`src/design/isam_defines.vh`:
```
// isam_defines.vh: offsets, field positions, reset values and state codes
// for the two-wire status and address mask block.
// assumes: included by bare name from the design files under design/.
`ifndef ISAM_DEFINES_VH
`define ISAM_DEFINES_VH

// ****************************************
// register word indices (byte address = 4 * index)
// ****************************************
`define ISAM_IDX_STATUS 3'h0
`define ISAM_IDX_MASK 3'h1
`define ISAM_IDX_OWN_ADDR 3'h2
`define ISAM_IDX_RX_HOLD 3'h3
`define ISAM_IDX_TX_HOLD 3'h4
`define ISAM_IDX_INT_STATUS 3'h5
`define ISAM_IDX_INT_MASK 3'h6

// ****************************************
// status register fields
// ****************************************
`define ISAM_ST_TX_FULL 0
`define ISAM_ST_RX_FULL 1
`define ISAM_ST_RW 2
`define ISAM_ST_START 3
`define ISAM_ST_STOP 4
`define ISAM_ST_DA 5
`define ISAM_ST_ACK 15

// ****************************************
// interrupt event bits
// ****************************************
`define ISAM_EV_MATCH 0
`define ISAM_EV_RX 1
`define ISAM_EV_TX_DONE 2
`define ISAM_EV_STOP 3
`define ISAM_EV_W 4

// ****************************************
// widths and reset values
// ****************************************
`define ISAM_MASK_W 10
`define ISAM_MASK_RST 10'h000
`define ISAM_OWN_ADDR_RST 7'h00
`define ISAM_BIT_LAST 3'h7

// ****************************************
// slave engine states, one-hot
// ****************************************
`define ISAM_S_IDLE 7'h01
`define ISAM_S_ADDR 7'h02
`define ISAM_S_AACK 7'h04
`define ISAM_S_RX 7'h08
`define ISAM_S_RACK 7'h10
`define ISAM_S_TX 7'h20
`define ISAM_S_TACK 7'h40

`endif

```
`src/design/isam_sync.v`:
```
// isam_sync.v: two flip-flop synchroniser for a group of pin levels.
// assumes: inputs are asynchronous to clk_in; outputs feed the clk_in domain.
`timescale 1ns/1ps
module isam_sync #(
    parameter WIDTH = 2
) (
    // clock and reset
    input wire clk_in,
    input wire rst_in,
    // levels
    input wire [WIDTH-1:0] async_in,
    output wire [WIDTH-1:0] sync_out
);
    reg [WIDTH-1:0] meta_reg;
    reg [WIDTH-1:0] sync_reg;

    // idle bus is high, so reset to ones to avoid a false start
    always @(posedge clk_in) begin
        if (rst_in) begin
            meta_reg <= {WIDTH{1'b1}};
            sync_reg <= {WIDTH{1'b1}};
        end else begin
            meta_reg <= async_in;
            sync_reg <= meta_reg;
        end
    end

    assign sync_out = sync_reg;
endmodule // isam_sync

```
`src/design/isam_addr_match.v`:
```
// isam_addr_match.v: masked compare of an incoming address against our own.
// assumes: purely combinational, used by the slave engine in isam_top.
`timescale 1ns/1ps
`include "isam_defines.vh"
module isam_addr_match (
    // operands
    input wire [`ISAM_MASK_W-1:0] incoming_in,
    input wire [`ISAM_MASK_W-1:0] own_in,
    input wire [`ISAM_MASK_W-1:0] mask_in,
    // result
    output wire match_out
);
    wire [`ISAM_MASK_W-1:0] bit_ok;

    genvar i;
    generate
        for (i = 0; i < `ISAM_MASK_W; i = i + 1) begin : g_bit
            // masked bit always passes, else it must be equal
            assign bit_ok[i] = mask_in[i] | (incoming_in[i] == own_in[i]);
        end
    endgenerate

    assign match_out = &bit_ok;
endmodule // isam_addr_match

```
`src/design/isam_top.v`:
```
// isam_top.v: status flags, address mask and a compact two-wire slave engine
// with an Avalon-MM register slave and one level interrupt.
// assumes: scl/sda pins are open drain with pull-ups outside; clk_in is
// far faster than scl so every scl edge is seen after synchronising.
`timescale 1ns/1ps
`include "isam_defines.vh"
module isam_top (
    // clock and reset
    input wire clk_in,
    input wire rst_in,
    // avalon-mm slave
    input wire [2:0] avs_address_in,
    input wire avs_read_in,
    input wire avs_write_in,
    input wire [31:0] avs_writedata_in,
    input wire [3:0] avs_byteenable_in,
    output wire [31:0] avs_readdata_out,
    output wire avs_waitrequest_out,
    // two-wire bus pins
    input wire scl_in,
    input wire sda_in,
    output wire sda_out,
    output wire sda_oe_out,
    // interrupt
    output wire irq_out
);

    // ****************************************
    // pin synchronisers and bus condition detect
    // ****************************************
    wire [1:0] pins_sync;
    wire scl_s;
    wire sda_s;
    reg scl_q_reg;
    reg sda_q_reg;

    isam_sync #(.WIDTH(2)) u_sync (
        .clk_in(clk_in),
        .rst_in(rst_in),
        .async_in({scl_in, sda_in}),
        .sync_out(pins_sync)
    );

    assign scl_s = pins_sync[1];
    assign sda_s = pins_sync[0];

    always @(posedge clk_in) begin
        if (rst_in) begin
            scl_q_reg <= 1'b1;
            sda_q_reg <= 1'b1;
        end else begin
            scl_q_reg <= scl_s;
            sda_q_reg <= sda_s;
        end
    end

    wire scl_rise = scl_s & ~scl_q_reg;
    wire scl_fall = ~scl_s & scl_q_reg;
    wire start_det = scl_s & scl_q_reg & sda_q_reg & ~sda_s;
    wire stop_det = scl_s & scl_q_reg & ~sda_q_reg & sda_s;

    // ****************************************
    // software registers
    // ****************************************
    reg [`ISAM_MASK_W-1:0] mask_reg;
    reg [6:0] own_addr_reg;
    reg [7:0] rx_hold_reg;
    reg [7:0] tx_hold_reg;
    reg [`ISAM_EV_W-1:0] int_status_reg;
    reg [`ISAM_EV_W-1:0] int_mask_reg;
    reg da_reg;
    reg stop_reg;
    reg start_reg;
    reg rw_reg;
    reg rx_buffer_full_flag_reg;
    reg tx_buffer_full_flag_reg;
    reg acknowledge_status_flag_reg;

    // ****************************************
    // avalon-mm access: one wait cycle, then answer
    // ****************************************
    reg resp_reg;
    reg [31:0] readdata_reg;
    wire req = avs_read_in | avs_write_in;
    wire wr_take = avs_write_in & resp_reg;
    wire rd_take = avs_read_in & resp_reg;

    assign avs_waitrequest_out = req & ~resp_reg;
    assign avs_readdata_out = readdata_reg;

    wire [15:0] status_word = {acknowledge_status_flag_reg, 9'h000, da_reg, stop_reg,
                               start_reg, rw_reg, rx_buffer_full_flag_reg,
                               tx_buffer_full_flag_reg};

    always @(posedge clk_in) begin
        if (rst_in) begin
            resp_reg <= 1'b0;
        end else begin
            resp_reg <= req & ~resp_reg;
        end
    end

    // read data is latched in the wait cycle, so it stands at the taking edge
    always @(posedge clk_in) begin
        if (rst_in) begin
            readdata_reg <= 32'h0000_0000;
        end else if (avs_read_in & ~resp_reg) begin
            case (avs_address_in)
                `ISAM_IDX_STATUS: readdata_reg <= {16'h0000, status_word};
                `ISAM_IDX_MASK: readdata_reg <= {22'h000000, mask_reg};
                `ISAM_IDX_OWN_ADDR: readdata_reg <= {25'h0000000, own_addr_reg};
                `ISAM_IDX_RX_HOLD: readdata_reg <= {24'h000000, rx_hold_reg};
                `ISAM_IDX_TX_HOLD: readdata_reg <= {24'h000000, tx_hold_reg};
                `ISAM_IDX_INT_STATUS: readdata_reg <= {28'h0000000, int_status_reg};
                `ISAM_IDX_INT_MASK: readdata_reg <= {28'h0000000, int_mask_reg};
                default: readdata_reg <= 32'h0000_0000;
            endcase
        end
    end

    wire wr_mask = wr_take && (avs_address_in == `ISAM_IDX_MASK);
    wire wr_own = wr_take && (avs_address_in == `ISAM_IDX_OWN_ADDR) && avs_byteenable_in[0];
    wire wr_tx = wr_take && (avs_address_in == `ISAM_IDX_TX_HOLD) && avs_byteenable_in[0];
    wire wr_ist = wr_take && (avs_address_in == `ISAM_IDX_INT_STATUS) && avs_byteenable_in[0];
    wire wr_imk = wr_take && (avs_address_in == `ISAM_IDX_INT_MASK) && avs_byteenable_in[0];
    wire rd_rx = rd_take && (avs_address_in == `ISAM_IDX_RX_HOLD);

    always @(posedge clk_in) begin
        if (rst_in) begin
            mask_reg <= `ISAM_MASK_RST;
            own_addr_reg <= `ISAM_OWN_ADDR_RST;
            tx_hold_reg <= 8'h00;
            int_mask_reg <= {`ISAM_EV_W{1'b0}};
        end else begin
            // upper bits of the word are simply not stored
            if (wr_mask && avs_byteenable_in[0]) begin
                mask_reg[7:0] <= avs_writedata_in[7:0];
            end
            if (wr_mask && avs_byteenable_in[1]) begin
                mask_reg[9:8] <= avs_writedata_in[9:8];
            end
            if (wr_own) begin
                own_addr_reg <= avs_writedata_in[6:0];
            end
            if (wr_tx) begin
                tx_hold_reg <= avs_writedata_in[7:0];
            end
            if (wr_imk) begin
                int_mask_reg <= avs_writedata_in[`ISAM_EV_W-1:0];
            end
        end
    end

    // ****************************************
    // address compare
    // ****************************************
    reg [7:0] shift_reg;
    wire [7:0] byte_in = {shift_reg[6:0], sda_s};
    wire addr_match;

    isam_addr_match u_match (
        .incoming_in({3'h0, byte_in[7:1]}),
        .own_in({3'h0, own_addr_reg}),
        .mask_in(mask_reg),
        .match_out(addr_match)
    );

    // ****************************************
    // slave engine
    // ****************************************
    localparam S_IDLE = `ISAM_S_IDLE;
    localparam S_ADDR = `ISAM_S_ADDR;
    localparam S_AACK = `ISAM_S_AACK;
    localparam S_RX = `ISAM_S_RX;
    localparam S_RACK = `ISAM_S_RACK;
    localparam S_TX = `ISAM_S_TX;
    localparam S_TACK = `ISAM_S_TACK;

    reg [6:0] state_reg;
    reg [2:0] bit_cnt_reg;
    reg drive_low_reg;
    reg ack_phase_reg;
    reg ack_seen_reg;
    reg ev_match;
    reg ev_rx;
    reg ev_tx_done;

    // no clock stretching: a read is served from whatever the holder has
    always @(posedge clk_in) begin
        if (rst_in) begin
            state_reg <= S_IDLE;
            bit_cnt_reg <= 3'h0;
            shift_reg <= 8'h00;
            drive_low_reg <= 1'b0;
            ack_phase_reg <= 1'b0;
            ack_seen_reg <= 1'b0;
            rw_reg <= 1'b0;
            acknowledge_status_flag_reg <= 1'b0;
            rx_hold_reg <= 8'h00;
            ev_match <= 1'b0;
            ev_rx <= 1'b0;
            ev_tx_done <= 1'b0;
        end else begin
            ev_match <= 1'b0;
            ev_rx <= 1'b0;
            ev_tx_done <= 1'b0;
            if (start_det) begin
                state_reg <= S_ADDR;
                bit_cnt_reg <= 3'h0;
                drive_low_reg <= 1'b0;
            end else if (stop_det) begin
                state_reg <= S_IDLE;
                drive_low_reg <= 1'b0;
            end else begin
                case (state_reg)
                    S_IDLE: begin
                        drive_low_reg <= 1'b0;
                    end
                    S_ADDR: begin
                        if (scl_rise) begin
                            shift_reg <= byte_in;
                            bit_cnt_reg <= bit_cnt_reg + 3'h1;
                            if (bit_cnt_reg == `ISAM_BIT_LAST) begin
                                if (addr_match) begin
                                    rw_reg <= byte_in[0];
                                    ev_match <= 1'b1;
                                    ack_phase_reg <= 1'b0;
                                    state_reg <= S_AACK;
                                end else begin
                                    state_reg <= S_IDLE;
                                end
                            end
                        end
                    end
                    S_AACK, S_RACK: begin
                        if (scl_fall) begin
                            if (!ack_phase_reg) begin
                                ack_phase_reg <= 1'b1;
                                drive_low_reg <= 1'b1;
                            end else if ((state_reg == S_AACK) && rw_reg) begin
                                shift_reg <= tx_hold_reg;
                                drive_low_reg <= ~tx_hold_reg[7];
                                bit_cnt_reg <= 3'h0;
                                state_reg <= S_TX;
                            end else begin
                                drive_low_reg <= 1'b0;
                                bit_cnt_reg <= 3'h0;
                                state_reg <= S_RX;
                            end
                        end
                    end
                    S_RX: begin
                        if (scl_rise) begin
                            shift_reg <= byte_in;
                            bit_cnt_reg <= bit_cnt_reg + 3'h1;
                            if (bit_cnt_reg == `ISAM_BIT_LAST) begin
                                rx_hold_reg <= byte_in;
                                ev_rx <= 1'b1;
                                ack_phase_reg <= 1'b0;
                                state_reg <= S_RACK;
                            end
                        end
                    end
                    S_TX: begin
                        if (scl_fall) begin
                            if (bit_cnt_reg == `ISAM_BIT_LAST) begin
                                drive_low_reg <= 1'b0;
                                ack_seen_reg <= 1'b0;
                                state_reg <= S_TACK;
                            end else begin
                                shift_reg <= {shift_reg[6:0], 1'b0};
                                drive_low_reg <= ~shift_reg[6];
                                bit_cnt_reg <= bit_cnt_reg + 3'h1;
                            end
                        end
                    end
                    S_TACK: begin
                        if (scl_rise) begin
                            acknowledge_status_flag_reg <= sda_s;
                            ev_tx_done <= 1'b1;
                            ack_seen_reg <= ~sda_s;
                            if (sda_s) begin
                                state_reg <= S_IDLE;
                            end
                        end else if (scl_fall && ack_seen_reg) begin
                            shift_reg <= tx_hold_reg;
                            drive_low_reg <= ~tx_hold_reg[7];
                            bit_cnt_reg <= 3'h0;
                            state_reg <= S_TX;
                        end
                    end
                    default: begin
                        state_reg <= S_IDLE;
                        drive_low_reg <= 1'b0;
                    end
                endcase
            end
        end
    end

    // open drain: only ever pull low
    assign sda_out = 1'b0;
    assign sda_oe_out = drive_low_reg;

    // ****************************************
    // status flags
    // ****************************************
    always @(posedge clk_in) begin
        if (rst_in) begin
            da_reg <= 1'b0;
            stop_reg <= 1'b0;
            start_reg <= 1'b0;
            rx_buffer_full_flag_reg <= 1'b0;
            tx_buffer_full_flag_reg <= 1'b0;
        end else begin
            if (ev_match) begin
                da_reg <= 1'b0;
            end else if (wr_tx || ev_rx) begin
                da_reg <= 1'b1;
            end
            if (start_det) begin
                start_reg <= 1'b1;
                stop_reg <= 1'b0;
            end else if (stop_det) begin
                start_reg <= 1'b0;
                stop_reg <= 1'b1;
            end
            // set wins over a clear in the same cycle
            if (ev_rx) begin
                rx_buffer_full_flag_reg <= 1'b1;
            end else if (rd_rx) begin
                rx_buffer_full_flag_reg <= 1'b0;
            end
            if (wr_tx) begin
                tx_buffer_full_flag_reg <= 1'b1;
            end else if (ev_tx_done) begin
                tx_buffer_full_flag_reg <= 1'b0;
            end
        end
    end

    // ****************************************
    // interrupt status, write one to clear
    // ****************************************
    wire [`ISAM_EV_W-1:0] events = {stop_det, ev_tx_done, ev_rx, ev_match};
    wire [`ISAM_EV_W-1:0] clr_bits = wr_ist ? avs_writedata_in[`ISAM_EV_W-1:0]
                                            : {`ISAM_EV_W{1'b0}};

    always @(posedge clk_in) begin
        if (rst_in) begin
            int_status_reg <= {`ISAM_EV_W{1'b0}};
        end else begin
            int_status_reg <= (int_status_reg & ~clr_bits) | events;
        end
    end

    assign irq_out = |(int_status_reg & int_mask_reg);

endmodule // isam_top

```
`config.mk`:
```
export PLATFORM = sky130hd
export DESIGN_NAME = isam_top
export DESIGN_NICKNAME = d
export VERILOG_FILES = /design/src/design/isam_sync.v /design/src/design/isam_addr_match.v /design/src/design/isam_top.v
export VERILOG_INCLUDE_DIRS = /design/src /design/src/design
export SDC_FILE = /design/constraint.sdc
export NUM_CORES = 1
export LEC_CHECK = 0
export BUFFER_PORTS_ARGS = -buffer_cell sky130_fd_sc_hd__buf_2
export CORE_MARGIN = 1
export CORE_UTILIZATION = 40
export CTS_BUF_LIST = sky130_fd_sc_hd__clkbuf_16
export DETAILED_ROUTE_END_ITERATION = 10
export PLACE_DENSITY_LB_ADDON = 0.15
export SLEW_MARGIN = 20
export SYNTH_ARGS = -nofsm -noshare
export SYNTH_HDL_FRONTEND = slang
export SYNTH_SLANG_ARGS = --single-unit
```
`constraint.sdc`:
```
create_clock -name clk_in -period 2.95 [get_ports clk_in]
set_input_delay 0 -clock clk_in [delete_from_list [all_inputs] [get_ports clk_in]]
set_output_delay 0 -clock clk_in [all_outputs]
set_load 0.01 [all_outputs]
```
-- Word level (Yosys, flattened, before mapping)
Index checks and enable logic that the tools add are counted.
- flip-flop bits (word level): 110
- bits of input ports: 45
- output and inout port bits: 36
- word-level logic and storage cells: 223
- $add $sub $neg: 1
- equality and inequality tests: 49
- mux-type cells: 62
- bitwise logic cells: 39
- reduce and logical (&&, ||, !) cells: 42
- operators by type and width (cell ; number):
    $mux W7 ; 19
    $pmux W16 S7 ; 1
    $pmux W7 S6 ; 1
    $reduce_and A11 Y1 ; 3
    $ne A4 B4 Y1 const B ; 8
    $ne A2 B2 Y1 const B ; 14
    $pmux W7 S4 ; 1
    $mux W1 ; 24
    $mux W3 ; 8
    $reduce_and A9 Y1 ; 2
    $not A1 Y1 ; 16
    $logic_and A1 B1 Y1 ; 14
    $eq A3 B3 Y1 const B ; 4
    $pmux W3 S4 ; 1
    $reduce_and A12 Y1 ; 1
    $and A1 B1 Y1 ; 11
    $reduce_and A5 Y1 ; 2
    $and A4 B4 Y4 ; 2
    $or A1 B1 Y1 ; 8
    $reduce_bool A2 Y1 ; 4
    $reduce_or A2 Y1 ; 4
    $reduce_or A4 Y1 ; 2
    $eq A1 B1 Y1 ; 7
    $eq A7 B1 Y1 const B ; 1
    other kinds (32) ; 35

-- Logic depth before layout (Yosys ltp)
- depth after elaboration: 9
- mapped depth: 8
- depth with buffers taken out: 7

-- Hierarchy
From an unflattened synthesis, not the netlist that was laid out.
- cells, all modules: 515
- area total of the unflattened synthesis: 4543.1 µm²
- by module, submodules not included (module ; times used ; cells an instance ; area an instance (µm²) ; sequential area each (µm²)):
    isam_top ; 1 ; 490 ; 4307.9 ; 1701.6
    isam_addr_match ; 1 ; 17 ; 130.1 ; 0.0
    isam_sync ; 1 ; 8 ; 105.1 ; 80.1

-- Worst setup path after synthesis
Ideal clock, no wire load.
- kind: register -> register
- start point: register state_reg[0]
- end point: register shift_reg[0]
- data arrival time: 2056 ps
- required time: 2831 ps
- path slack: 775 ps
- cell stages (with the launch flop): 9
- buffers on the path: 3
- clock period less this slack: 2175 ps
- path through: dfxtp_1 -> buf_6 -> or3_4 -> or3_1 -> buf_6 -> o32a_2 -> and4_4 -> buf_6 -> o221a_1
- longest elaborated chain between the ends: 4
- elaborated cells on any way between the ends: 20
- classes of those cells: eq/ne: 14; mux: 1; reduce/logical: 5
- ends and longest elaborated chain (what ; RTL line ; RTL):
    from (decl) ; isam_top.v:179 ; reg [6:0] state_reg;
    from (signal assigned) ; isam_top.v:191 ; state_reg <= S_IDLE;
    from (signal assigned) ; isam_top.v:208 ; state_reg <= S_ADDR;
    from (signal assigned) ; isam_top.v:212 ; state_reg <= S_IDLE;
    $eq A7 B3 Y1, or another cell as far along ; isam_top.v:215, isam_top.v:240 ;
    $reduce_or A2 Y1, or another cell as far along ; isam_top.v:215 ; case (state_reg)
    $ne A2 B2 Y1 (no line), or another cell as far along ; n/a ;
    $reduce_and A11 Y1 (no line) ; n/a ;
    to (signal assigned) ; isam_top.v:221 ; shift_reg <= byte_in;
    to (signal assigned) ; isam_top.v:241 ; shift_reg <= tx_hold_reg;
    to (signal assigned) ; isam_top.v:254 ; shift_reg <= byte_in;
    to (decl) ; isam_top.v:157 ; reg [7:0] shift_reg;
Several ways; a longest one is shown, not always the timed one.
A chain may end at the register's enable or synchronous reset.

-- Worst setup path in the final report
- start point: register state_reg[3]
- end point: register shift_reg[0]
The elaborated chain is that of the path after synthesis.

==> metrics.yaml <==
synth_edf_count: 0
dieArea_sq_mm: 0.0117
status: "completed"
p_leak_nw: 2.01
cp_data_required_time_ns: 3.18
fin_cells: 686
crit_arrival_ns: 2.63
clk_pin_slew_ns: 0.07
initial_core_util_pct: 41.4
num_rows: 38
wl_per_cell_um: 17.2
rsz0062_at_grt: "no"
drive_gt1_share_pct: 15.4
maxCapViolCount: 0
area_growth_pct: 13.3
antenna_cells: 0
synth_flop_cell: "dfxtp_1"
path_class: "flop to flop"
worstMarginPinSlew_ns: 0.783
fin_util_pct: 46.9
first_pass_iters: 5
post_cts_buffers: 0
synth_top_cell_area_share_pct: 39.5
cts_made_buffers: 9
antenna_found_initial: 0
core_sq_mm: 0.0109
synth-seq-area-share_pct: 39.5
grt_max_degree: 69
gp_congestion: 0.855
synthTopCellsByArea: "dfxtp_1 (40%), mux2i_1 (11%), nor2_1 (5.7%)"
grt_pass1_vias: 3636
nets: 588
startpoint_type: "flop"
htree_num_levels: 3
die-height_um: 108
power_density_mw_per_mm2: 503
hold_class: "primary input to flop"
post-route-period-util_pct: 81.3
grt_util_all_layers_pct: 21.7
dr_total_vias: 3759
cts.path.max_buffers: 2
fp.dieW_um: 108
vdd_drop_max_mv: 0.239
ioPinCount: 81
skew_ns: 0.00790
hpwl_mm: 8.33
finalSetupViolCount: 0
drc: 0
gr-total-overflow: 0
fin_setup_tns_ns: 0
wl_mm: 11.8
clk_latency_ns: 0.34
ant_nets: 0
cts_sinks: 89
grt_pass1_wl_mm: 19.2
drt-initial-drc-count: 255
via_per_inst: 5.48
synth_area_sq_mm: 0.00451
critPathMaxFanout: 8
min_period_ns: 2.40
finalHoldViolations: 0
yosys_warnings: 0
syn_area_per_cell_sq_um: 8.86
synth_commonest_cells: "dfxtp_1 (89), nor2_1 (69), mux2i_1 (50)"
root_buffer: "clkbuf_16"
yosysTopAreaCell: "dfxtp_1"
async_flop_share_pct: 0
cts_tree: "yes"
ys_types: 71
portBuffers: 34
slew_viol_final: 0
nFillCells: 1086
fmax_mhz: 417
place_inst: 653
max_slew_margin_pct: 47.8
netlist_instances: 509
synth-seq-cells: 89
end_kind: "flop"
post-synth-top-count-cell: "dfxtp_1"
largest_register_ffs: 11
timing repair:
| action | CTS | global route |
|---|---|---|
| hold endpoints to repair | 35 | 0 |
| hold buffers | 17 | 0 |
| gates resized for setup | 0 | 0 |
power by group:
part | switching [mW] | internal (mW) | total [mW] | leakage, nW
Sequential | 0.0154 | 1.21 | 1.23 | 0.719
Combinational | 0.121 | 0.0697 | 0.191 | 1.15
Clock | 0.493 | 0.655 | 1.15 | 0.141
area by class of cell:
class | instances | area [sq um] | share of cell area (%)
repair buffers | 55 | 370 | 7.25
multi-input cells | 378 | 2450 | 48.1
clock inverters | 7 | 70.1 | 1.37
inverters | 8 | 30.0 | 0.588
flip-flops and latches | 89 | 1780 | 34.9
well taps | 140 | 175 | 3.43
clock buffers | 9 | 225 | 4.41
per-layer routing:
| metal | wire [um] | global-route usage [%] |
|---|---|---|
| met1 | 5820 | 30.5 |
| met2 | 5260 | 33.1 |
| met3 | 485 | 3.07 |
| met4 | 214 | 9.00 |
| met5 | 0 | 0 |
cells by family after synthesis:
kind of cell / Yosys count / share of synthesized area [%]
flops: 89 / 39.5
mux: 56 / 12.9
simple gates: 186 / 21.0
other cells: 1 / 0.0832
compound gates: 100 / 15.8
fa+ha+maj: 2 / 0.555
buf+inv: 63 / 7.80
xor+xnor: 12 / 2.33
cell usage in the layout (no fill, tap or decap), drive strengths merged, types with 6 or more instances in the layout:
| master | count |
|---|---|
| nand4 | 6 |
| inv | 10 |
| or2 | 9 |
| xnor2 | 8 |
| a211oi | 7 |
| a21oi | 29 |
| mux2i | 50 |
| buf | 38 |
| a22oi | 11 |
| clkbuf | 9 |
| dlygate4sd3 | 17 |
| nand3 | 17 |
| a41oi | 6 |
| nor2b | 10 |
| nand2 | 29 |
| nand2b | 6 |
| dfxtp | 89 |
| nor2 | 70 |
| nor3 | 10 |
| conb | 22 |
| o21ai | 15 |
final timing paths:
path	start	to	slack [ns]	depth (start not counted)
worst max register to register	state_reg[3]	shift_reg[0]	0.55	5
worst min-delay path	avs_byteenable_in[1]	mask_reg[9]	0.09	4
worst min register to register	u_sync.meta_reg[1]	u_sync.sync_out[1]	0.41	1
worst max-delay path	state_reg[3]	shift_reg[0]	0.55	5
worst max-delay path, stage by stage (launching register included):
cell,delay [ns]
dfxtp_1,0.40
or4_1,0.70
a211oi_1,0.44
nor2_1,0.25
and4_4,0.26
o221a_1,0.24
metrics by stage:
step / power (mW) / hold WS (ns) / worst slack, ns / area, sq um
global route: 2.66 / 0.142 / 0.481 / 5110
floorplan: 1.40 / 0.104 / 0.775 / 4590
finish: 2.57 / 0.0923 / 0.550 / 5110
detailed placement: 1.43 / 0.192 / 0.620 / 4640
global placement: 1.43 / 0.185 / 0.638 / 4640
CTS: 2.59 / 0.0868 / 0.599 / 5110
Note: power is estimated with default switching activity, not from simulation.
